$ cat src/logic/charger_regs_pkg.sv
package charger_regs_pkg;

    // register offsets on the serial register port
    localparam logic [7:0] ADDR_CHARGER_STATE_FLAGS  = 8'h0B;
    localparam logic [7:0] ADDR_BATTERY_THERMAL      = 8'h0C;
    localparam logic [7:0] ADDR_FAULT_FLAGS          = 8'h0D;
    localparam logic [7:0] ADDR_SHORT_DETECT_CONFIG  = 8'h10;

    // charger_state_flags fields
    localparam int BIT_INPUT_OVERVOLTAGE = 7;
    localparam int BIT_INPUT_GOOD        = 6;
    localparam int BIT_INPUT_CURR_LIM    = 5;
    localparam int BIT_THERMAL_LIMITED   = 4;
    localparam int BIT_CHARGE_DONE       = 3;

    // battery_thermal_state fields
    localparam int BIT_RECHARGE_NEEDED   = 3;

    // fault_flags fields
    localparam int BIT_BATTERY_SHORT     = 3;
    localparam int BIT_OVERTEMP_LOW      = 1;
    localparam int BIT_OVERTEMP_HIGH     = 0;
    localparam logic [7:0] FAULT_MASK    = 8'h0B;
    localparam logic [7:0] FAULT_RESET   = 8'h00;

    // short_detect_config fields: timeout [7:5], threshold [2:0]
    localparam int         SHORT_TIMEOUT_LSB = 5;
    localparam logic [7:0] SHORT_CFG_MASK    = 8'hE7;
    localparam logic [7:0] SHORT_CFG_RESET   = 8'h84;

    // short timeout per code, in seconds
    localparam logic [7:0][7:0] SHORT_TIMEOUT_SEC =
        {8'hB4, 8'h78, 8'h3C, 8'h1E, 8'h0A, 8'h04, 8'h02, 8'h01};

    // clock rate and the one-second tick derived from it
    localparam int unsigned CLK_HZ             = 25_000_000;
    localparam int unsigned TICK_SEC           = 1;
    localparam int unsigned SEC_CYCLES_DEFAULT = CLK_HZ * TICK_SEC;

    // charge state codes
    typedef enum logic [2:0] {
        CHG_OFF       = 3'h0,
        CHG_TRICKLE   = 3'h1,
        CHG_FAST_CC   = 3'h2,
        CHG_FAST_CV   = 3'h3,
        CHG_COMPLETE  = 3'h4,
        CHG_LINEAR    = 3'h5,
        CHG_TIMEOUT   = 3'h6,
        CHG_DETECTION = 3'h7
    } charge_code_t;

    // levels from the analogue comparators and the charge state machine
    typedef struct packed {
        logic         input_overvoltage_flag;
        logic         input_good_flag;
        logic         input_current_limited;
        logic         thermal_limited;
        charge_code_t charge_code;
        logic [2:0]   thermistor_state_code;
        logic [2:0]   battery_level_code;
        logic         recharge_disable;
        logic         below_recharge;
        logic         below_short;
        logic         overtemp_low_fault;
        logic         overtemp_high_fault;
    } analog_status_t;

    // one register access from the serial interface engine
    typedef struct packed {
        logic       wr;
        logic       rd;
        logic [7:0] addr;
        logic [7:0] wdata;
    } reg_req_t;

endpackage : charger_regs_pkg

$ cat src/logic/short_timer.sv
`timescale 1ns/1ns
module short_timer #(
    parameter int unsigned SEC_CYCLES = charger_regs_pkg::SEC_CYCLES_DEFAULT
) (
    input  wire logic       mclk,
    input  wire logic       rst_n,
    input  wire logic       below,
    input  wire logic [2:0] timeout_code,
    output logic            fire
);
    import charger_regs_pkg::*;

    localparam int PW = $clog2(SEC_CYCLES + 1);

    typedef struct packed {
        logic [PW-1:0] presc;
        logic [7:0]    secs;
        logic          expired;
        logic          fire;
    } short_timer_state_t;

    short_timer_state_t state;
    short_timer_state_t next_state;

    // count whole seconds while the battery sits below the short threshold
    always_comb begin
        logic [7:0] next_secs;
        next_secs  = state.secs + 8'h01;
        next_state = state;
        next_state.fire = 1'b0;
        if (!below) begin
            // any rise above the threshold restarts the wait
            next_state.presc   = '0;
            next_state.secs    = 8'h00;
            next_state.expired = 1'b0;
        end else if (!state.expired) begin
            if (state.presc == PW'(SEC_CYCLES - 1)) begin
                next_state.presc = '0;
                next_state.secs  = next_secs;
                if (next_secs >= SHORT_TIMEOUT_SEC[timeout_code]) begin
                    next_state.expired = 1'b1; // [RULE16]
                    next_state.fire    = 1'b1;
                end
            end else begin
                next_state.presc = state.presc + PW'(1);
            end
        end
    end

    always_ff @(posedge mclk or negedge rst_n) begin
        if (!rst_n) begin
            state <= '0;
        end else begin
            state <= next_state;
        end
    end

    assign fire = state.fire;
endmodule : short_timer

$ cat src/logic/charger_status_fault_regs.sv
`timescale 1ns/1ns
// Notes on behaviour
// RULE1: status one bit 7 shows supply overvoltage and bit 6 shows supply above good level.
// RULE2: status one bit 5 shows input current held back by the blocking transistor.
// RULE3: status one bit 4 shows charge current cut back by die temperature.
// RULE4: status one bit 3 latches at end of charge and survives a drop below recharge level.
// RULE5: status one bits 2..0 give the eight charge state codes.
// RULE6: status two bits 7..5 give the thermistor state code.
// RULE7: status two bit 3 is live only with recharge disabled and charge state complete.
// RULE8: when live, status two bit 3 reads 1 below the recharge level and 0 above it.
// RULE9: status two bits 2..0 give the battery level code.
// RULE10: fault bit 3 sets on a battery short and resets to 0.
// RULE11: fault bits 1 and 0 set on the lower and higher overtemperature faults, reset 0.
// RULE12: fault bits hold until the host writes 1 to them or the supply is cycled.
// RULE13: config bits 7..5 pick the short timeout from 1 s to 180 s, reset code 100.
// RULE14: config bits 2..0 pick the short threshold 2.0 V to 2.7 V, reset code 100.
// RULE15: writes to status registers and unused bits do nothing, unused bits read 0.
// RULE16: the short fault sets once the battery stays under threshold for the timeout.
module charger_status_fault_regs #(
    parameter int unsigned SEC_CYCLES = charger_regs_pkg::SEC_CYCLES_DEFAULT
) (
    input  wire logic                             mclk,
    input  wire logic                             rst_n,
    input  wire charger_regs_pkg::analog_status_t status_in,
    input  wire charger_regs_pkg::reg_req_t       req,
    output logic [7:0]                            rdata,
    output logic [2:0]                            short_threshold_select,
    output logic [2:0]                            short_timeout_select
);
    import charger_regs_pkg::*;

    typedef struct packed {
        logic       charge_done;
        logic [7:0] fault;
        logic [7:0] cfg;
        logic [7:0] rdata;
        logic       input_good_prev;
    } regs_state_t;

    regs_state_t state;
    regs_state_t next_state;
    logic        short_fire;
    logic [7:0]  status_one;
    logic [7:0]  status_two;
    logic        recharge_live;

    // battery short wait runs in its own counter
    short_timer #(
        .SEC_CYCLES (SEC_CYCLES)
    ) u_short_timer (
        .mclk         (mclk),
        .rst_n        (rst_n),
        .below        (status_in.below_short),
        .timeout_code (state.cfg[7:5]),
        .fire         (short_fire)
    );

    // recharge info only means something after a completed charge with recharge off
    assign recharge_live = status_in.recharge_disable
                         && status_in.charge_code == CHG_COMPLETE; // [RULE7]

    // live status images; bit 4 of status two is unused and reads 0
    always_comb begin
        status_one = 8'h00;
        status_one[BIT_INPUT_OVERVOLTAGE] = status_in.input_overvoltage_flag; // [RULE1]
        status_one[BIT_INPUT_GOOD]        = status_in.input_good_flag;        // [RULE1]
        status_one[BIT_INPUT_CURR_LIM]    = status_in.input_current_limited;  // [RULE2]
        status_one[BIT_THERMAL_LIMITED]   = status_in.thermal_limited;        // [RULE3]
        status_one[BIT_CHARGE_DONE]       = state.charge_done;                // [RULE4]
        status_one[2:0]                   = status_in.charge_code;            // [RULE5]
        status_two = 8'h00;
        status_two[7:5] = status_in.thermistor_state_code;                    // [RULE6]
        status_two[BIT_RECHARGE_NEEDED] = recharge_live
                                        && status_in.below_recharge;          // [RULE8]
        status_two[2:0] = status_in.battery_level_code;                       // [RULE9]
    end

    // next state: latch, fault set/clear, config write, read mux
    always_comb begin
        next_state = state;
        next_state.input_good_prev = status_in.input_good_flag;

        // done latches on completion; only a fresh charge cycle drops it,
        // so falling under the recharge level leaves it standing
        if (status_in.charge_code == CHG_COMPLETE) begin
            next_state.charge_done = 1'b1; // [RULE4]
        end else if (status_in.charge_code == CHG_TRICKLE
                     || status_in.charge_code == CHG_FAST_CC
                     || status_in.charge_code == CHG_FAST_CV) begin
            next_state.charge_done = 1'b0;
        end

        // supply drop counts as a power cycle and wipes the faults
        if (state.input_good_prev && !status_in.input_good_flag) begin
            next_state.fault = FAULT_RESET; // [RULE12]
        end
        // write one to clear; status registers ignore writes
        if (req.wr && req.addr == ADDR_FAULT_FLAGS) begin
            next_state.fault = next_state.fault & ~(req.wdata & FAULT_MASK); // [RULE12]
        end
        // sets come last so an event in the clear cycle is kept
        if (short_fire) begin
            next_state.fault[BIT_BATTERY_SHORT] = 1'b1; // [RULE10]
        end
        if (status_in.overtemp_low_fault) begin
            next_state.fault[BIT_OVERTEMP_LOW] = 1'b1; // [RULE11]
        end
        if (status_in.overtemp_high_fault) begin
            next_state.fault[BIT_OVERTEMP_HIGH] = 1'b1; // [RULE11]
        end

        // unused config bits never store
        if (req.wr && req.addr == ADDR_SHORT_DETECT_CONFIG) begin
            next_state.cfg = req.wdata & SHORT_CFG_MASK; // [RULE13] [RULE14] [RULE15]
        end

        // read data lands one cycle after the strobe and then holds
        if (req.rd) begin
            unique case (req.addr)
                ADDR_CHARGER_STATE_FLAGS: next_state.rdata = status_one;
                ADDR_BATTERY_THERMAL:     next_state.rdata = status_two;
                ADDR_FAULT_FLAGS:         next_state.rdata = state.fault & FAULT_MASK;
                ADDR_SHORT_DETECT_CONFIG: next_state.rdata = state.cfg;
                default:                  next_state.rdata = 8'h00; // [RULE15]
            endcase
        end
    end

    always_ff @(posedge mclk or negedge rst_n) begin
        if (!rst_n) begin
            state.charge_done     <= 1'b0;
            state.fault           <= FAULT_RESET;      // [RULE10] [RULE11]
            state.cfg             <= SHORT_CFG_RESET;  // [RULE13] [RULE14]
            state.rdata           <= 8'h00;
            state.input_good_prev <= 1'b0;
        end else begin
            state <= next_state;
        end
    end

    assign rdata                  = state.rdata;
    assign short_timeout_select   = state.cfg[SHORT_TIMEOUT_LSB +: 3]; // [RULE13]
    assign short_threshold_select = state.cfg[2:0]; // [RULE14]
endmodule : charger_status_fault_regs

$ cat config.mk
export PLATFORM = sky130hd
export DESIGN_NAME = charger_status_fault_regs
export DESIGN_NICKNAME = d
export VERILOG_FILES = /design/src/logic/charger_regs_pkg.sv /design/src/logic/short_timer.sv /design/src/logic/charger_status_fault_regs.sv
export SDC_FILE = /design/constraint.sdc
export NUM_CORES = 1
export LEC_CHECK = 0
export ABC_CLOCK_PERIOD_IN_PS = 5710
export BUFFER_PORTS_ARGS = -buffer_cell sky130_fd_sc_hd__buf_2
export CORE_MARGIN = 1
export CORE_UTILIZATION = 45
export DETAILED_ROUTE_END_ITERATION = 7
export HOLD_SLACK_MARGIN = 0.1
export PLACE_DENSITY = 0.71
export SLEW_MARGIN = 10
export SYNTH_ARGS = -nofsm -noshare
export SYNTH_HDL_FRONTEND = slang
export SYNTH_SLANG_ARGS = --single-unit
$ cat constraint.sdc
create_clock -name mclk -period 5.71 [get_ports mclk]
set_clock_uncertainty 0.1 [all_clocks]
set_input_delay 1.142 -clock mclk [delete_from_list [all_inputs] [get_ports mclk]]
set_output_delay 1.142 -clock mclk [all_outputs]
set_load 0.005 [all_outputs]
### After elaboration in Yosys (flattened, before gate mapping)

Memories as Yosys holds them, arrays and structs flattened.
Index checks and enable logic that the tools add are counted.

| operators by class | value |
|---|---|
| add/sub/neg operators | 2 |
| order comparisons | 2 |
| equal/unequal tests | 11 |
| muxes and demuxes | 15 |
| bitwise operators | 2 |
| reductions and logical operators | 10 |

Operator list:

| operator | number |
|---|---|
| 2-to-1 mux 35 bit | 1 |
| 2-to-1 mux 34 bit | 1 |
| one-hot mux 8 bit (4 select lines) | 1 |
| adder 25 x 1 -> 25 bit (second input constant) | 1 |
| == test 25 bit (second input constant) | 1 |
| 2-to-1 mux 25 bit | 1 |
| == test 8 x 4 -> 1 bit (second input constant) | 3 |
| 2-to-1 mux 8 bit | 3 |
| 2-to-1 mux 10 bit | 1 |
| adder 8 x 1 -> 8 bit (second input constant) | 1 |
| AND 8 bit | 1 |
| == test 8 x 5 -> 1 bit (second input constant) | 1 |
| greater-or-equal comparator 8 bit | 1 |
| inverter 4 -> 8 bit | 1 |
| == test 3 x 2 -> 1 bit (second input constant) | 2 |
| 2-to-1 mux 1 bit | 6 |
| logical AND 1 bit | 5 |
| < comparator 3 x 4 -> 1 bit (second input constant) | 1 |
| == test 3 x 1 -> 1 bit (second input constant) | 1 |
| == test 3 bit (second input constant) | 1 |
| logical OR 1 bit | 2 |
| 2-to-1 mux 2 bit | 1 |
| inequality test 2 x 1 -> 1 bit (second input constant) | 1 |
| inequality test 2 bit (second input constant) | 1 |
| other kinds (3) | 3 |

| storage, ports and cells | value |
|---|---|
| register bits | 59 |
| bits in read-only memories | 64 |
| bits of input ports | 38 |
| output and inout bits | 14 |
| word-level logic and storage cells | 52 |
| memories | 1 |

Memory list:

| memory | words | bits a word | read ports | clocked after Yosys merged registers in | wr ports | RTL line | source |
|---|---|---|---|---|---|---|---|
| (no name shown) | 8 | 8 | 1 | 0 | 0 | short_timer.sv:40 | `if (next_secs >= SHORT_TIMEOUT_SEC[timeout_code]) begin` |

### Logic depth before layout (Yosys ltp)

Gate-level depths: netlist (run 1).

| logic depth | value |
|---|---|
| depth in word-level cells | 7 |
| gate-level depth with buffers | 9 |
| mapped depth without buffers | 9 |

### Cells and area by module

Synthesis (run 1) repeated with hierarchy kept, for this count alone.

| second synthesis, totals | value |
|---|---|
| cells, all modules | 361 |
| area total of the unflattened synthesis | 3363.2 sq um |

Modules (own cells, without submodules):

| module | times used | cells each | area each (sq um) | sequential area each (sq um) |
|---|---|---|---|---|
| short_timer | 1 | 262 | 2267.2 | 875.8 |
| charger_status_fault_regs | 1 | 99 | 1096.1 | 478.0 |

### Least setup slack after synthesis (run 1)

No wires, ideal clock.

| timing path | value |
|---|---|
| path type | input to register |
| start point | in req[13] in the netlist's numbering |
| end point | reg state, in the netlist short_threshold_select[0] |
| setup time | 0.125 ns |
| arrival time | 2.285 ns |
| data required time | 5.485 ns |
| setup slack | 3.201 ns |
| stages | 5 |
| buffers on the path | 1 |
| path through | nor4_1 > and4b_1 > clkbuf_1 > nand2_1 > mux2_2 |

| on the way | value |
|---|---|
| longest elaborated chain between the ends | 2 |

RTL lines:

| what | RTL line | source |
|---|---|---|
| start: declaration | charger_status_fault_regs.sv:25 | `input wire charger_regs_pkg::reg_req_t req,` |
| == test 8 x 5 -> 1 bit | charger_status_fault_regs.sv:113 | `if (req.wr && req.addr == ADDR_SHORT_DETECT_CONFIG) begin` |
| logical AND 1 bit | charger_status_fault_regs.sv:113 |  |
| end signal: assignment | charger_status_fault_regs.sv:137 | `state <= next_state;` |
| end: declaration | charger_status_fault_regs.sv:40 | `regs_state_t state;` |

No other way between the ends.
A chain may end at the register's enable or synchronous reset.

### Worst setup path after layout (run 1)

| timing path | value |
|---|---|
| start point | in status_in[2] in the netlist's numbering |
| end point | reg u_short_timer.state[19] in the netlist's numbering |

| on the way | value |
|---|---|
| longest elaborated chain between the ends | 1 |
| elaborated cells on any way between the ends | 2 |
| classes of those cells | 1 x eq/ne; 1 x mux |

RTL lines:

| what | RTL line | source |
|---|---|---|
| start: declaration | charger_status_fault_regs.sv:24 | `input wire charger_regs_pkg::analog_status_t status_in,` |
| inequality test 2 bit (no source line) / 2-to-1 mux 34 bit (equally long branches) | n/a |  |
| end signal: assignment | short_timer.sv:54 | `state <= next_state;` |
| end: declaration | short_timer.sv:22 | `short_timer_state_t state;` |

Several ways; a longest one is shown, not always the timed one.

==> impl_results.md, run 1 <==
- DR DRC count: 0
- Synth cell count leaders: dfrtp_1 (52), nand2_1 (29), a21oi_1 (28), nor2_1 (28), nand3_1 (19)
- Wire length of the first global-routing pass: 12.0 mm
- Status: completed
- CTS tree: done
- Critical Path Start Type: primary input
- Post-synth EDFFs: 0
- Postcts setup bufs: 0
- Grt ovf: 0
- Nets: 427
- Avg Synthesized Cell Area: 9.34 sq um
- Area leader, netlist: dfrtp_1
- Min-Delay Endpoint: state[20]
- Fin crit period: 2910 ps
- Post-CTS sizing: 0
- Total track usage: 20.1%
- Number of diodes: 0
- Largest net degree at the start of global routing: 55
- Max-Cap Viols: 0
- Fin worst setup slack: 2800 ps
- CP endpoint kind: flop
- Tcrit/Tclk final: 50.9%
- Core Region: 6910 sq um
- Clock transition at path regs: 90 ps
- Fmax: 344 MHz
- Reg2Reg Depth: 5
- Synth area leaders: dfrtp_1 (40%), a21oi_1 (4.3%), ha_1 (3.8%)
- Most frequent cell after synthesis: dfrtp_1
- I/O Pins: 52
- #FFs+latches synth: 54
- Unrepaired setup endpoints after global routing: no
- Syn nets: 398
- Crit-path max FO: 28
- Routed Wire Length: 7.28 mm
- HP Class: flop to flop
- Place WS: 2430 ps
- Worst reg2reg setup slack: 3170 ps
- Leak: 1.49 nW
- Logic pwr share: 8.9%
- Clk root buf: clkbuf_8
- Compound-Gate Fraction of Synth Area: 14.8%
- FF-to-FF Start: u_short_timer.state[12]
- Skew-Pair Late Insertion Delay: 310 ps
- Vias per cell: 5.66
- DRT iter0 DRCs: 158
- Internal power: 0.000544 W
- Cell area after synthesis: 3270 sq um
- CP required: 5840 ps
- RR Endpoint: u_short_timer.state[27]
- Sequential area share after synthesis: 41.4%
- P&R area growth vs syn: 9.26%
- Longest Clk Path Bufs: 2
- Largest family of logic cells by synthesized area: simple AND/OR/NAND/NOR gates
- Switching Fraction: 23.4%
- Num CTS Buffers: 5
- WHS Path Cells: 1
- Die ar.: 7610 sq um
- Slew @ Worst Pin: 1170 ps
- Post-synthesis xor/xnor area fraction: 4.55%
- Gpl congestion: 0.864
- Ys flop type: dfrtp_1
- Peak supply drop: 94.7 uV
- Rows: 30
- Final hold violation count: 0
- Initial antenna violation count: 0
- Synth cell types: 55
- Core Util, Final: 51.7%
- DP Wirelength: 5.15 mm
- Routed vias: 2,696
- Setup TNS Final: 0 ps
- Die H: 87.3 um
- Simple-Gate Fraction of Synth Area: 24.8%
- Initial DRT Pass Iterations: 4
- Die Wd: 87.3 um
- Power Density: 199 nW/um^2
- Hold_ws: 353 ps
- Yosys top cell area share: 39.8%
- H-Tree Depth: 2
- Hold-fix buffer count after cts: 0
- Final Slew Violations: 0
- FFs w/ async S/R, synth: 100%
- Type of the worst setup path: primary input to flop
- Critical Path Start: status_in[2]
- Mux share of post-synthesis cell area: 3.63%
- Crit path DAT: 3030 ps
- Power share of the clock group: 34.5%
- Layout cell share with drive strength beyond 1: 22.4%
- Routed length per instance: 15.3 um
- HP Start: u_short_timer.fire
- Adder-cell area share of the yosys netlist: 4.13%
- Port bufs: 50
- Flop pwr share: 56.6%
- P_sw: 0.000166 W
- Worst slew margin: 21.4%
- Starting density of the core: 47.4%
- Mapped Cells: 350
- Final Setup Violations: 0
- CTS Sinks: 54
- Antenna Nets Post-Route: 0
- Vias in the first global route: 2,588
- Number of synthesis warnings: 0
-- logic make-up (layout without fill, tap and decap cells) --
logic type      count (synthesis)  count (layout)
compound gates                 75              75
xor+xnor                       17              17
fa+ha+maj                      11              11
buf+inv                        37              67
flops                          54              54
mux                            11              11
simple gates                  145             145
-- placed cells by master, fill, tap and decap left out, types with 7 or more instances in the layout --
cell	Yosys	layout
a31oi_1	7	7
o21ai_0	14	14
nand4_1	12	12
xnor2_1	12	12
clkbuf_8	2	8
nor3_1	10	10
nand2_1	29	29
or4_1	9	9
ha_1	10	10
dfrtp_1	52	52
mux2_2	7	7
nor2_1	28	28
nand3_1	19	19
a21oi_1	28	28
buf_2	0	50
-- how the worst max path moves through the flow --
stage / endpoint
floorplan: short_threshold_select[0]
global placement: u_short_timer.state[19]
detailed placement: u_short_timer.state[19]
CTS: u_short_timer.state[19]
global route: u_short_timer.state[20]
finish: u_short_timer.state[19]
-- registers in the layout (all words and copies together) (netlist names) --
register                cells
rdata                       8
u_short_timer.state        34
short_threshold_select      3
u_short_timer.fire          1
short_timeout_select        3
state                       5
-- metrics by stage --
stage | total power [W] | instances | area, sq um
floorplan | 0.000446 | 350 | 3270
global placement | 0.000471 | 468 | 3460
detailed placement | 0.000473 | 468 | 3460
CTS | 0.000719 | 476 | 3570
global route | 0.000741 | 476 | 3570
finish | 0.000710 | 476 | 3570
-- power by group through the flow --
stage | clock [W] | sequential (W) | combinational, W
3_3_place_gp | 0 | 0.000409 | 0.0000623
5_1_grt | 0.000266 | 0.000403 | 0.0000720
3_5_place_dp | 0 | 0.000409 | 0.0000641
6_report | 0.000245 | 0.000402 | 0.0000632
4_1_cts | 0.000253 | 0.000402 | 0.0000644
2_1_floorplan | 0 | 0.000405 | 0.0000406
-- final cells by class --
type,count,area [sq um]
fillers,669,3330
clock buffers,8,110
well taps,96,120
repair buffers,52,265
inverters,7,26.3
multi-input cells,259,1700
flip-flops and latches,54,1350
-- worst max-delay path, stage by stage --
cell and delay [ps]:
buf_2 260, clkinv_1 670, or4_2 850, o21ai_0 100
-- per-layer routing --
metal | vias to the layer above | global-route usage [%] | share of wire, %
li1 | 1337 | - | -
met1 | 1272 | 26.8 | 47
met2 | 82 | 33.2 | 47
met3 | 5 | 3.51 | 5.6
met4 | 0 | 6.11 | 0.88
met5 | - | 0 | 0
Power figures use the tool's default switching activity.
==> run 2: changes to the inputs <==
- ABC_AREA: default -> 1
- ABC_CLOCK_PERIOD_IN_PS: 5710 -> 2400
- PLACE_DENSITY: 0.71 -> 0.73
- clock period: 5.71 -> 2.4 ns (I/O delays scaled with it)
==> impl_results.md, run 2 <==
- Status: completed
- Tcrit/Tclk final: 88.8%
- CP endpoint kind: flop
- Top flop regs: u_short_timer.state (34), rdata (8), state (5)
- P&R area growth vs syn: 12.2%
- CTS Sinks: 54 (unchanged)
- FFs w/ async S/R, synth: 100% (unchanged)
- DRT iter0 DRCs: 217 (+37%)
- Num CTS Buffers: 5 (unchanged)
- Worst slew margin: 58.8% (+37 points)
- Rows: 31 (+3.3%)
- Most common cell after layout, fill and taps aside: nand2_1
- Starting density of the core: 47.8% (+0.42 points)
- Routed vias: 3,251 (+21%)
- Fin crit period: 2130 ps
- Crit-path max FO: 6 (-79%)
- Port bufs: 50 (unchanged)
- Antenna Nets Post-Route: 0 (unchanged)
- Unrepaired setup endpoints after global routing: no
- Die ar.: 8220 sq um (+8.0%)
- Max-Cap Viols: 0 (unchanged)
- Syn nets: 536 (+35%)
- Grt ovf: 0 (unchanged)
- Register name with the most flops: u_short_timer.state
- Slowest stage delay, CP: 430 ps (-420 ps)
- Mapped Cells: 488 (+39%)
- FF+latch area: 1360 sq um (about the same)
- Number of diodes: 0 (unchanged)
- Nets: 577 (+35%)
- Clock transition at path regs: 100 ps (about the same)
- Cell area after synthesis: 3540 sq um (+8.2%)
- Layout cell share with drive strength beyond 1: 17.0% (-5.4 points)
- Die Wd: 90.7 um (+3.9%)
- Sequential area share after synthesis: 38.2% (-3.1 points)
- Critical-path cell list: ha_1 -> nand4_1 -> o21ai_0 -> nand2_1 -> ha_1 -> nand2_1 -> nor2_1 -> a211oi_2 -> nand2_1 -> nand2_1 -> nand2_1
- Most frequent cells in the layout: nand2_1 (147), inv_1 (57), nand3_1 (51), dfrtp_1 (51), buf_2 (50)
- Routed Wire Length: 8.15 mm (+12%)
- Yosys top cell area share: 36.8% (-3.0 points)
- Vias per cell: 5.17 (-8.7%)
- Setup TNS Final: 0 ps (unchanged)
- Type of the worst setup path: flop to flop
- #FFs+latches synth: 54 (unchanged)
- Fmax: 469 MHz
- Ys flop type: dfrtp_1
- Slew @ Worst Pin: 618 ps (-552 ps)
- I/O Pins: 52 (unchanged)
- CTS tree: done
- Postcts setup bufs: 0 (unchanged)
- Largest register FFs: 34 (unchanged)
- Final Slew Violations: 0 (unchanged)
- Largest net degree at the start of global routing: 32 (-42%)
- Avg Synthesized Cell Area: 7.25 sq um (-22%)
- Wire length of the first global-routing pass: 14.0 mm (+17%)
- Critical Path Most Common Cell: nand2_1
- CP max stage cell: dfrtp_2
- Most frequent cell after synthesis: nand2_1
- Peak supply drop: 228 uV (+140%)
- Number of synthesis warnings: 0 (unchanged)
- Multi-input gate area: 1830 sq um (+7.7%)
- Clk root buf: clkbuf_8
- DR DRC count: 0 (unchanged)
- Gpl congestion: 0.880 (+1.8%)
- Core Region: 7410 sq um (+7.3%)
- Final hold violation count: 0 (unchanged)
- Initial antenna violation count: 0 (unchanged)
- Power Density: 457 nW/um^2 (+130%)
- H-Tree Depth: 2 (unchanged)
- Total track usage: 20.9% (+0.80 points)
- Area leader, netlist: dfrtp_1
- Vias in the first global route: 3,161 (+22%)
- Bufs and invs on worst path: 0 (-2)
- Tot Pwr: 0.00181 W (+160%)
- Synth cell types: 36 (-35%)
- Synth area leaders: dfrtp_1 (37%), nand2_1 (16%), nand3_1 (7.2%)
- Family with the most delay on the worst path: simple AND/OR/NAND/NOR gates
- Final Setup Violations: 0 (unchanged)
- Initial DRT Pass Iterations: 5 (+1)
- Die H: 90.7 um (+3.9%)
- Post-synth EDFFs: 0 (unchanged)
- Routed length per instance: 13.0 um (-15%)
- Critical Path Start Type: flop
- CP required: 2500 ps (-3340 ps)
- HP Class: primary input to flop
- DP Wirelength: 6.03 mm (+17%)
- Skew-Pair Late Insertion Delay: 300 ps (about the same)
- Longest Clk Path Bufs: 2 (unchanged)
- Fill cells: 727 (+8.7%)
- Synth cell count leaders: nand2_1 (147), inv_1 (57), dfrtp_1 (52)
- Leak: 2.03 nW (+36%)
- Crit path DAT: 2230 ps (-800 ps)
[run 2: layer usage]
layer  up-vias  wire length (um)  share of wire [%]  track usage [%]
li1       1644                 -                  -                -
met1      1526              3750                 46             27.6
met2        67              3940                 48             34.4
met3        14               312                3.8             3.20
met4         0               151                1.9             7.53
met5         -                 0                  0                0
[run 2: per-stage QoR]
step | setup WS [ps] | util [%] | cells | cell area (sq um) | hold slack (ps)
2_1_floorplan | 405 | - | 488 | 3540 | 84.4
3_3_place_gp | 246 | 51.4 | 620 | 3810 | 330
3_5_place_dp | 199 | 51.4 | 620 | 3810 | 340
4_1_cts | 182 | 53.5 | 629 | 3960 | 193
5_1_grt | 48.1 | 53.6 | 629 | 3970 | 183
6_report | 269 | 53.6 | 629 | 3970 | 203
[run 2: repair_timing]
| action | in CTS | in global routing |
|---|---|---|
| hold buffers | 1 | 0 |
| endpoints found under the hold margin | 23 | 0 |
| setup endpoints to repair | 0 | 1 |
| resized for setup | 0 | 2 |
[run 2: area by class of cell]
cell class              instances  area share (%)
multi-input cells             354            46.0
flip-flops and latches         54            34.1
repair buffers                 54            7.44
inverters                      60            5.67
well taps                      99            3.12
clock buffers                   6            2.08
clock inverters                 2            1.51
[run 2: worst paths after layout]
kind | depth (start not counted) | startpoint | slack, ps | to
setup / recovery | 11 | u_short_timer.state[2] | 270 | u_short_timer.state[1]
hold / removal | 1 | status_in[16] | 200 | state[0]
setup reg to reg | 11 | u_short_timer.state[2] | 270 | u_short_timer.state[1]
hold reg to reg | 1 | u_short_timer.fire | 350 | state[20]
max in group asynchronous | 3 | rst_n | 930 | short_timeout_select[2]
min in group asynchronous | 2 | rst_n | 620 | u_short_timer.state[19]
[run 2: kinds of logic (layout without fill, tap and decap cells)]
kind of cell / Yosys count / after routing / share of synthesized area (%)
and+or+nand+nor: 277 / 277 / 34.9
buffers and inverters: 80 / 122 / 10.3
DFF: 54 / 54 / 38.2
AOI/OAI and AO/OA: 49 / 49 / 8.59
xor gates and xnor gates: 18 / 18 / 4.45
adders and majority gates: 10 / 10 / 3.53
[run 2: report_power, final]
part	total [W]	switching, W	internal (W)
clock	0.000745	0.000300	0.000445
sequential	0.000937	0.0000121	0.000925
combinational	0.000132	0.0000808	0.0000509
